`src/rtl/lsr_cfg.svh`:
```
`ifndef LSR_CFG_SVH
`define LSR_CFG_SVH

// ----------------------------------------------------------------
// Clock and array
// ----------------------------------------------------------------
`define LSR_CLK_PERIOD_NS 40
`define LSR_WORDS 1024
`define LSR_ADDR_W 10
`define LSR_CNT_W 8
`define LSR_SYNC_STAGES 2

// ----------------------------------------------------------------
// Strobe timing, fastest grade, in ns
// ----------------------------------------------------------------
`define LSR_MIN_CYCLE_TIME_NS 350
`define LSR_MIN_LOW_PULSE_NS 250
`define LSR_MIN_HIGH_PULSE_NS 100
`define LSR_MIN_WRITE_PULSE_NS 130
`define LSR_SELECT_SETUP_TO_WRITE_END_NS 130
`define LSR_ENABLE_HOLD_TO_WRITE_END_NS 130

// ----------------------------------------------------------------
// Derived cycle counts, minimum times round up
// ----------------------------------------------------------------
`define LSR_CEIL_CYC(ns) (((ns) + `LSR_CLK_PERIOD_NS - 1) / `LSR_CLK_PERIOD_NS)
`define LSR_MIN_CYCLE_CYC `LSR_CEIL_CYC(`LSR_MIN_CYCLE_TIME_NS)
`define LSR_MIN_LOW_CYC `LSR_CEIL_CYC(`LSR_MIN_LOW_PULSE_NS)
`define LSR_MIN_HIGH_CYC `LSR_CEIL_CYC(`LSR_MIN_HIGH_PULSE_NS)
`define LSR_MIN_WRITE_CYC `LSR_CEIL_CYC(`LSR_MIN_WRITE_PULSE_NS)
`define LSR_SEL_SETUP_CYC `LSR_CEIL_CYC(`LSR_SELECT_SETUP_TO_WRITE_END_NS)
`define LSR_EN_HOLD_CYC `LSR_CEIL_CYC(`LSR_ENABLE_HOLD_TO_WRITE_END_NS)

// ----------------------------------------------------------------
// Reset values
// ----------------------------------------------------------------
`define LSR_STROBE_IDLE 1'b1
`define LSR_ADDR_RST 10'h000
`define LSR_DATA_RST 1'b0

`endif

```
`src/rtl/lsr_pkg.sv`:
```
`include "lsr_cfg.svh"

package lsr_pkg;

  typedef logic [`LSR_ADDR_W-1:0] lsr_addr_t;
  typedef logic [`LSR_CNT_W-1:0] lsr_cnt_t;

  // Gray sequence idle -> setup -> low -> high -> idle
  typedef enum logic [1:0]
  {
    LSR_IDLE = 2'h0,
    LSR_SETUP = 2'h1,
    LSR_LOW = 2'h3,
    LSR_HIGH = 2'h2
  } lsr_state_t;

endpackage

```
`src/rtl/lsr_tmr_if.sv`:
```
`timescale 1ns/10ps
`default_nettype none

interface lsr_tmr_if;
  import lsr_pkg::*;
  logic ce;
  logic load;
  lsr_cnt_t count;
  logic done;
  modport ctl (output ce, output load, output count, input done);
  modport tmr (input ce, input load, input count, output done);
endinterface

`default_nettype wire

```
`src/rtl/lsr_host.sv`:
```
// Behaviour
// - Successive enable falls are at least 350 ns apart.
// - Enable stays low at least 250 ns; read data valid by then.
// - Enable stays high at least 100 ns between accesses.
// - Write strobe low at least 130 ns; bit stored on its rise.
// - Selects low at least 130 ns before write strobe rises. With DUAL_SELECT clear the selects stay high.
// - Enable low at least 130 ns before write strobe rises.
`timescale 1ns/10ps
`default_nettype none
`include "lsr_cfg.svh"

module lsr_host #(
  parameter bit DUAL_SELECT = 1'b1
) (
  input wire logic mclk_in,
  input wire logic sys_rst_in,
  input wire logic ce_in,
  input wire logic req_in,
  input wire logic write_in,
  input wire lsr_pkg::lsr_addr_t addr_in,
  input wire logic wdata_in,
  output logic ready_out,
  output logic rdata_out,
  output logic rvalid_out,
  output logic ram_en_n_out,
  output logic ram_select_line_one_n_out,
  output logic ram_select_line_two_n_out,
  output logic ram_we_n_out,
  output var lsr_pkg::lsr_addr_t ram_addr_out,
  output logic ram_d_out,
  input wire logic ram_q_in
);
  import lsr_pkg::*;

  // ----------------------------------------------------------------
  // Phase lengths
  // ----------------------------------------------------------------
  localparam int LOW_CYC = `LSR_MIN_LOW_CYC;
  // Write strobe must cover its own width and both setups to its rise
  localparam int WRP_A = (`LSR_MIN_WRITE_CYC > `LSR_SEL_SETUP_CYC) ?
                         `LSR_MIN_WRITE_CYC : `LSR_SEL_SETUP_CYC;
  localparam int WRP_CYC = (WRP_A > `LSR_EN_HOLD_CYC) ? WRP_A : `LSR_EN_HOLD_CYC;
  localparam int WR_TAIL = (LOW_CYC > WRP_CYC) ? (LOW_CYC - WRP_CYC) : 1;
  // Reads hold enable past the access time so the synchroniser catches the bit
  localparam int RD_CYC = LOW_CYC + `LSR_SYNC_STAGES;
  localparam lsr_cnt_t WRP_LOAD = lsr_cnt_t'(WRP_CYC - 1);
  localparam lsr_cnt_t TAIL_LOAD = lsr_cnt_t'(WR_TAIL - 1);
  localparam lsr_cnt_t RD_LOAD = lsr_cnt_t'(RD_CYC - 1);
  localparam lsr_cnt_t HIGH_LOAD = lsr_cnt_t'(`LSR_MIN_HIGH_CYC - 1);
  localparam lsr_cnt_t CYC_LOAD = lsr_cnt_t'(`LSR_MIN_CYCLE_CYC - 1);

  lsr_state_t state_r;
  lsr_state_t state_nxt;
  logic ph_load;
  lsr_cnt_t ph_count;
  logic cy_load;
  logic accept;
  logic wr_r;
  logic q_meta_r;
  logic q_sync_r;
  logic en_n_r;
  logic sel_n_r;
  logic we_n_r;
  lsr_addr_t addr_r;
  logic d_r;
  logic rdata_r;
  logic rvalid_r;

  lsr_tmr_if ph_if ();
  lsr_tmr_if cy_if ();

  // ----------------------------------------------------------------
  // Timers: phase length and enable-fall spacing
  // ----------------------------------------------------------------
  assign ph_if.ce = ce_in;
  assign ph_if.load = ph_load;
  assign ph_if.count = ph_count;
  assign cy_if.ce = ce_in;
  assign cy_if.load = cy_load;
  assign cy_if.count = CYC_LOAD;

  lsr_timer u_phase (
    .mclk_in (mclk_in),
    .sys_rst_in (sys_rst_in),
    .tmr_io (ph_if.tmr)
  );

  lsr_timer u_cycle (
    .mclk_in (mclk_in),
    .sys_rst_in (sys_rst_in),
    .tmr_io (cy_if.tmr)
  );

  // ----------------------------------------------------------------
  // Command port
  // ----------------------------------------------------------------
  assign ready_out = ce_in && (state_r == LSR_IDLE) && cy_if.done;
  assign accept = ready_out && req_in;

  always_ff @(posedge mclk_in)
  begin
    if (sys_rst_in)
    begin
      wr_r <= 1'b0;
      addr_r <= `LSR_ADDR_RST;
      d_r <= `LSR_DATA_RST;
    end
    else if (accept)
    begin
      wr_r <= write_in;
      // Address goes out a cycle before enable falls; the part latches it then
      addr_r <= addr_in;
      d_r <= wdata_in;
    end
  end

  // ----------------------------------------------------------------
  // Sequencer
  // ----------------------------------------------------------------
  always_comb
  begin
    state_nxt = state_r;
    ph_load = 1'b0;
    ph_count = '0;
    cy_load = 1'b0;
    case (state_r)
      LSR_IDLE:
      begin
        if (accept)
        begin
          state_nxt = LSR_SETUP;
        end
      end
      LSR_SETUP:
      begin
        state_nxt = LSR_LOW;
        ph_load = 1'b1;
        ph_count = wr_r ? WRP_LOAD : RD_LOAD;
        cy_load = 1'b1;
      end
      LSR_LOW:
      begin
        if (ph_if.done)
        begin
          ph_load = 1'b1;
          if (!we_n_r)
          begin
            ph_count = TAIL_LOAD;
          end
          else
          begin
            state_nxt = LSR_HIGH;
            ph_count = HIGH_LOAD;
          end
        end
      end
      LSR_HIGH:
      begin
        if (ph_if.done)
        begin
          state_nxt = LSR_IDLE;
        end
      end
      default:
      begin
        state_nxt = LSR_IDLE;
      end
    endcase
  end

  always_ff @(posedge mclk_in)
  begin
    if (sys_rst_in)
    begin
      state_r <= LSR_IDLE;
    end
    else if (ce_in)
    begin
      state_r <= state_nxt;
    end
  end

  // ----------------------------------------------------------------
  // Strobes
  // ----------------------------------------------------------------
  always_ff @(posedge mclk_in)
  begin
    if (sys_rst_in)
    begin
      en_n_r <= `LSR_STROBE_IDLE;
      sel_n_r <= `LSR_STROBE_IDLE;
      we_n_r <= `LSR_STROBE_IDLE;
    end
    else if (ce_in)
    begin
      case (state_r)
        LSR_SETUP:
        begin
          en_n_r <= 1'b0;
          // Selects fall with enable when DUAL_SELECT is set, ahead of any write strobe rise
          sel_n_r <= !DUAL_SELECT;
          // Strobe only inside an enabled frame
          we_n_r <= !wr_r;
        end
        LSR_LOW:
        begin
          if (ph_if.done)
          begin
            if (!we_n_r)
            begin
              we_n_r <= 1'b1;
            end
            else
            begin
              en_n_r <= 1'b1;
              sel_n_r <= 1'b1;
            end
          end
        end
        default:
        begin
        end
      endcase
    end
  end

  // ----------------------------------------------------------------
  // Read path
  // ----------------------------------------------------------------
  always_ff @(posedge mclk_in)
  begin
    if (sys_rst_in)
    begin
      q_meta_r <= 1'b0;
      q_sync_r <= 1'b0;
    end
    else if (ce_in)
    begin
      q_meta_r <= ram_q_in;
      q_sync_r <= q_meta_r;
    end
  end

  // Sampled on the edge that raises enable; the part still drives until then
  always_ff @(posedge mclk_in)
  begin
    if (sys_rst_in)
    begin
      rdata_r <= `LSR_DATA_RST;
      rvalid_r <= 1'b0;
    end
    else if (ce_in)
    begin
      rvalid_r <= 1'b0;
      if ((state_r == LSR_LOW) && ph_if.done && we_n_r && !wr_r)
      begin
        rdata_r <= q_sync_r;
        rvalid_r <= 1'b1;
      end
    end
  end

  assign rdata_out = rdata_r;
  assign rvalid_out = rvalid_r;
  assign ram_en_n_out = en_n_r;
  assign ram_select_line_one_n_out = sel_n_r;
  assign ram_select_line_two_n_out = sel_n_r;
  assign ram_we_n_out = we_n_r;
  assign ram_addr_out = addr_r;
  assign ram_d_out = d_r;
endmodule

`default_nettype wire

```
`src/rtl/lsr_timer.sv`:
```
`timescale 1ns/10ps
`default_nettype none

module lsr_timer (
  input wire logic mclk_in,
  input wire logic sys_rst_in,
  lsr_tmr_if.tmr tmr_io
);
  import lsr_pkg::*;

  lsr_cnt_t cnt_r;

  // Loading N raises done N edges later; idle timer reads as done
  always_ff @(posedge mclk_in)
  begin
    if (sys_rst_in)
    begin
      cnt_r <= '0;
    end
    else if (tmr_io.ce)
    begin
      if (tmr_io.load)
      begin
        cnt_r <= tmr_io.count;
      end
      else if (cnt_r != '0)
      begin
        cnt_r <= cnt_r - 8'h01;
      end
    end
  end

  assign tmr_io.done = (cnt_r == '0);

endmodule

`default_nettype wire

```
`config.mk`:
```
export PLATFORM = sky130hd
export DESIGN_NAME = lsr_host
export DESIGN_NICKNAME = d
export VERILOG_FILES = /design/src/rtl/lsr_pkg.sv /design/src/rtl/lsr_tmr_if.sv /design/src/rtl/lsr_host.sv /design/src/rtl/lsr_timer.sv
export VERILOG_INCLUDE_DIRS = /design/src /design/src/rtl
export SDC_FILE = /design/constraint.sdc
export NUM_CORES = 1
export LEC_CHECK = 0
export BUFFER_PORTS_ARGS = -buffer_cell sky130_fd_sc_hd__clkbuf_2
export CAP_MARGIN = 20
export CORE_MARGIN = 3
export CORE_UTILIZATION = 30
export DETAILED_ROUTE_END_ITERATION = 10
export GPL_ROUTABILITY_DRIVEN = 0
export PLACE_DENSITY = 0.55
export SLEW_MARGIN = 20
export SYNTH_ARGS = -nofsm -noshare
export SYNTH_HDL_FRONTEND = slang
export SYNTH_SLANG_ARGS = --single-unit
```
`constraint.sdc`:
```
create_clock -name mclk_in -period 2.2 [get_ports mclk_in]
set_input_delay 0.11 -clock mclk_in [delete_from_list [all_inputs] [get_ports mclk_in]]
set_output_delay 0.11 -clock mclk_in [all_outputs]
set_load 0.02 [all_outputs]
```
# [After elaboration in Yosys (flattened, before gate mapping)]
# Index checks and enable logic that the tools add are counted.
[totals] inputBits=17 output_inout_bits=18 elab_cells=63 ff_bits=36
[classes] add_sub_neg=2 n_reduce_logical=21 n_mux=21 n_eq_ne=7
[ops] op="8-bit two-way mux" count=4
[ops] op="8-bit logical NOT" count=2
[ops] op="8-bit nonzero test" count=2
[ops] op="8-bit by 1-bit subtractor with 8-bit output, second input constant" count=2
[ops] op="2-bit two-way mux" count=5
[ops] op="2-bit inequality test, second input constant" count=4
[ops] op="2-bit one-hot mux with 4 select lines" count=1
[ops] op="4-bit one-hot mux with 2 select lines" count=1
[ops] op="1-bit logical AND" count=6
[ops] op="1-bit two-way mux" count=6
[ops] op="1-bit one-hot mux with 2 select lines" count=3
[ops] op="2-bit AND reduction" count=3
[ops] op="2-bit nonzero test" count=3
[ops] op="5-bit AND reduction" count=1
[ops] op="2-bit equality test, second input constant" count=2
[ops] op="4-bit two-way mux" count=1
[ops] op="4-bit AND reduction" count=1
[ops] op="3-bit AND reduction" count=1
[ops] op="2-bit by 1-bit equality test with 1-bit output, second input constant" count=1
[ops] op="2-bit logical NOT" count=1
[ops] op="1-bit logical NOT" count=1

# [Logic depth before layout (Yosys ltp)]
[depth] depth_word=6 mapped_depth=7 mapped_depth_nobuf=6

# [Hierarchy]
# A second synthesis with hierarchy kept.
[unflattened] cells_unflattened=244 area_unflattened_um2=2065.7
[by_module_without_submodules] module="lsr_host" instances=1 seq_area_each_um2=400.4 cells_per_inst=101 area_each_um2=988.4
[by_module_without_submodules] module="lsr_timer at u_phase" instances=1 seq_area_each_um2=160.2 cells_per_inst=70 area_each_um2=545.5
[by_module_without_submodules] module="lsr_timer at u_cycle" instances=1 seq_area_each_um2=160.2 cells_per_inst=73 area_each_um2=531.8

# [Worst setup path before layout]
# OpenSTA, ideal clock, no wires.
[synth_path] kind="register -> register" from="reg u_phase.cnt_r[0]" to="reg rdata_r (netlist: rdata_out)" stages_incl_launch_ff=7 n_path_buf=0 setup_slack_ps=478 setup_ps=129 t_arrival_ps=1593 required_ps=2071 period_less_slack_ps=1722 cell_sequence="dfxtp_1 inv_1 ha_1 or4b_4 nor4_4 mux2i_1 nor2_1"
[synth_via] elab_chain_len=5
[synth_rtl] element="start, declared" line_no="lsr_timer.sv:11" source="lsr_cnt_t cnt_r;"
[synth_rtl] element="start signal, assigned" line_no="lsr_timer.sv:24" source="cnt_r <= tmr_io.count;"
[synth_rtl] element="start signal, assigned" line_no="lsr_timer.sv:28" source="cnt_r <= cnt_r - 8'h01;"
[synth_rtl] element="8-bit logical NOT" line_no="lsr_timer.sv:33" source="assign tmr_io.done = (cnt_r == '0);"
[synth_rtl] element="1-bit logical AND (3 in series)" line_no="lsr_host.sv:255" source="if ((state_r == LSR_LOW) && ph_if.done && we_n_r && !wr_r)"
[synth_rtl] element="2-bit AND reduction (no line)"
[synth_rtl] element="end signal, assigned" line_no="lsr_host.sv:249" source="rdata_r <= `LSR_DATA_RST;"
[synth_rtl] element="end signal, assigned" line_no="lsr_host.sv:257" source="rdata_r <= q_sync_r;"
[synth_rtl] element="end, declared" line_no="lsr_host.sv:66" source="logic rdata_r;"
# Every way passes these cells.
# A chain may end at the register's enable or synchronous reset.

# [Worst setup path after layout]
[layout_path] from="reg u_phase.cnt_r[0]" to="reg u_phase.cnt_r[4]"
[layout_via] elab_chain_len=5 elab_cells_between_ends=9 cone_classes="1 x add/sub; 4 x mux; 4 x reduce/logical"
[layout_rtl] element="parallel branches: the longest is 5 deep, another holds 8-bit by 1-bit subtractor with 8-bit output"
# Parallel ways; which one is timed is not known. The select of a mux whose other input is x is not followed.

==> impl_metrics.json <==
{
  "clkPwrFrac_pct": 17.3,
  "synth.largest_area_cell": "dfxtp_1",
  "drv_cap": 0,
  "p_int_mw": 1.915,
  "maxSlewHeadroom_pct": 67.22,
  "first_pass_iters": 4,
  "hp-class": "in -> reg",
  "die_width_um": 83.47,
  "rrSetupSlack_ns": 0.37,
  "fin_worst_skew_ns": 0.003326,
  "viasPerCell": 5.037,
  "syn_area_per_cell_sq_um": 9.732,
  "grt_pass1_vias": 1458,
  "combPwrFrac_pct": 50.1,
  "finalWorstSetupSlack_ns": 0.3670,
  "yosysUniqueCellTypes": 53,
  "crit_path_start": "u_phase.cnt_r[0]$_SDFFE_PP0P_",
  "nets": 245,
  "tightest_slew_ns": 0.4880,
  "io_pins": 35,
  "grt_pass1_wl_um": 6693,
  "clock_latency_ns": 0.28,
  "start_util_pct": 31.91,
  "fin_setup_tns_ns": 0,
  "drtIter0Drc": 67,
  "swShare_pct": 42.25,
  "timing.final.crit_period_ns": 1.833,
  "dp.cells": 289,
  "clk_pin_slew_worst_paths_ns": 0.07,
  "die_h_um": 83.47,
  "drive_gt1_share_pct": 27.56,
  "multiInputGateArea_sq_um": 998.5,
  "grt_setup_unrepaired": "no",
  "core_sq_um": 5642,
  "seqPwrFrac_pct": 32.6,
  "fillers": 568,
  "insertedDiodeCount": 0,
  "r2r-end": "u_phase.cnt_r[4]$_SDFFE_PP0P_",
  "routed_wl_um": 3947,
  "path_max_fanout": 6,
  "finalCritPeriodShare_pct": 83.32,
  "syn_inst": 185,
  "run_status": "complete, no violations",
  "finalSetupViolations": 0,
  "grt_max_degree": 24,
  "clock-sinks": 36,
  "rr_worst_depth": 6,
  "grt_use_total_pct": 11.64,
  "cp-start-kind": "register",
  "tritoncts": "built",
  "cts-root-buf": "clkbuf_8",
  "post-synth-top-count-cell": "dfxtp_1",
  "regArea_sq_um": 720.7,
  "ys_seq_elements": 36,
  "hpwl_um": 2897,
  "portBuffers": 34,
  "rows": 27,
  "dominantRegCellSynth": "dfxtp_1",
  "antenna_found_initial": 0,
  "dpl_worst_slack_ns": 0.3801,
  "cts_resized": 0,
  "synth_seq_area_share_pct": 40.03,
  "cts_hold_buf": 0,
  "synth.cell_area_sq_um": 1800,
  "worstPathRequired_ns": 2.36,
  "synth_top_area_share_pct": 40.03,
  "wl_per_cell_um": 13.29,
  "fmax_mhz": 545.5,
  "synth_area_leaders": "dfxtp_1 40%, mux2i_1 8.3%, nor2_1 6.0%",
  "total_leakage_power_nw": 0.9485,
  "arrival_ns": 2.00,
  "p_switching_mw": 1.401,
  "areaGrowthSynthToFinish_pct": 20.50,
  "ys_warn_count": 0,
  "synthTopCellsByCount": "36 x dfxtp_1, 29 x nor2_1, 15 x mux2i_1",
  "hold_violations": 0,
  "die-area_sq_um": 6967,
  "remaining_drc_errors": 0,
  "htree_levels": 2,
  "cp-endpoint": "u_phase.cnt_r[4]$_SDFFE_PP0P_",
  "cts_buffer_depth": 2,
  "power_density_nw_per_um2": 1528,
  "cts_setup_buffers": 0,
  "rr_startpoint": "u_phase.cnt_r[0]$_SDFFE_PP0P_",
  "numCtsBuffers": 5,
  "max-vdd-ir-drop_v": 0.0005317,
  "timing.final.max_slew_violations": 0,
  "final_cells": 297,
  "critical_path_class": "reg -> reg",
  "critPathCaptureType": "register",
  "synth-async-reset-ratio_pct": 0,
  "via_count": 1496,
  "postRouteAntennaNets": 0,
  "synth_edf_count": 0,
  "synth_fp_nets": 206,
  "grt_overflow": 0
}
## registers in the layout, summed over array words and instances, names as in the netlist
name / flops
ram_select_line_one_n_out: 1
wr_r: 1
ram_d_out: 1
ram_we_n_out: 1
q_meta_r: 1
q_sync_r: 1
rdata_out: 1
ram_addr_out: 10
rvalid_out: 1
state_r: 2
u_cycle.cnt_r: 8
u_phase.cnt_r: 8
## stage by stage
stage / hold WS (ns) / util [%] / total power, mW / cell area (sq um)
floorplan: 0.1868 / - / 2.395 / 1800
global placement: 0.3382 / 36.55 / 2.744 / 2062
detailed placement: 0.3500 / 36.55 / 2.748 / 2062
global route: 0.05196 / 38.46 / 3.582 / 2170
finish: 0.05468 / 38.46 / 3.315 / 2170
CTS: 0.04337 / 38.46 / 3.340 / 2170
## worst min-delay path by stage
stage          startpoint                             to  slack, ns  cells after the start
2_1_floorplan  sys_rst_in  u_phase.cnt_r[1]$_SDFFE_PP0P_       0.19                      1
3_3_place_gp     write_in              wr_r$_SDFFE_PP0P_       0.34                      3
3_5_place_dp     write_in              wr_r$_SDFFE_PP0P_       0.35                      3
4_1_cts        addr_in[7]   ram_addr_out[7]$_SDFFE_PP0P_       0.04                      3
5_1_grt        addr_in[7]   ram_addr_out[7]$_SDFFE_PP0P_       0.05                      3
6_report       addr_in[5]   ram_addr_out[5]$_SDFFE_PP0P_       0.05                      3
## cell families after synthesis
kind of cell | Yosys count | share of synthesized area, %
multiplexers | 15 | 8.339
AND/OR/NAND/NOR | 69 | 23.91
adder cells (fa/ha/maj) | 4 | 2.780
XOR/XNOR | 7 | 3.405
AO/OA/AOI/OAI | 37 | 17.03
buffers and inverters | 17 | 4.517
flip-flops | 36 | 40.03
## power by group through the flow
stage	Sequential (mW)	Combinational, mW	Clock (mW)
floorplan	1.08	1.31	0
global placement	1.09	1.66	0
detailed placement	1.09	1.66	0
CTS	1.08	1.67	0.597
global route	1.11	1.85	0.625
finish	1.08	1.66	0.575
## critical path, cell delays in order (launching register included)
cell,delay (ns)
dfxtp_1,0.34
inv_1,0.11
ha_1,0.18
nor4b_4,0.34
a41oi_2,0.28
o21ai_1,0.37
nor2_1,0.09
## cell type report
| class | count | share of cell area [%] |
|---|---|---|
| tap | 72 | 4.152 |
| sequential | 36 | 33.22 |
| inverter | 8 | 1.384 |
| clock buffer | 6 | 3.345 |
| multi-input combinational | 132 | 46.02 |
| clock inverter | 2 | 1.615 |
| timing repair buffer | 41 | 10.27 |
## placed cells by master (no fill, tap or decap), drive strengths merged, types with 2 or more instances in the layout
| cell type | synthesis | layout |
|---|---|---|
| nand2 | 9 | 9 |
| a21oi | 6 | 6 |
| clkbuf | 3 | 40 |
| ha | 4 | 4 |
| o31ai | 5 | 5 |
| xor2 | 4 | 4 |
| nor4 | 3 | 3 |
| o21ai | 6 | 6 |
| nor3 | 3 | 3 |
| mux2i | 15 | 15 |
| nand4 | 4 | 4 |
| nor3b | 2 | 2 |
| o2111ai | 2 | 2 |
| or3 | 3 | 3 |
| nor2 | 29 | 29 |
| dfxtp | 36 | 36 |
| o211ai | 2 | 2 |
| nor4b | 2 | 2 |
| buf | 6 | 7 |
| o311ai | 2 | 2 |
| nor2b | 2 | 2 |
| nand4b | 2 | 2 |
| inv | 8 | 8 |
| or4b | 3 | 3 |
| a2111oi | 3 | 3 |
| a31oi | 3 | 3 |
| xnor2 | 3 | 3 |
## layer usage
metal | global-route usage (%) | wire length [um]
met1 | 15.28 | 1900
met2 | 18.37 | 1800
met3 | 2.962 | 194
met4 | 4.386 | 52
met5 | 0 | 0
Power figures use the tool's default switching activity.
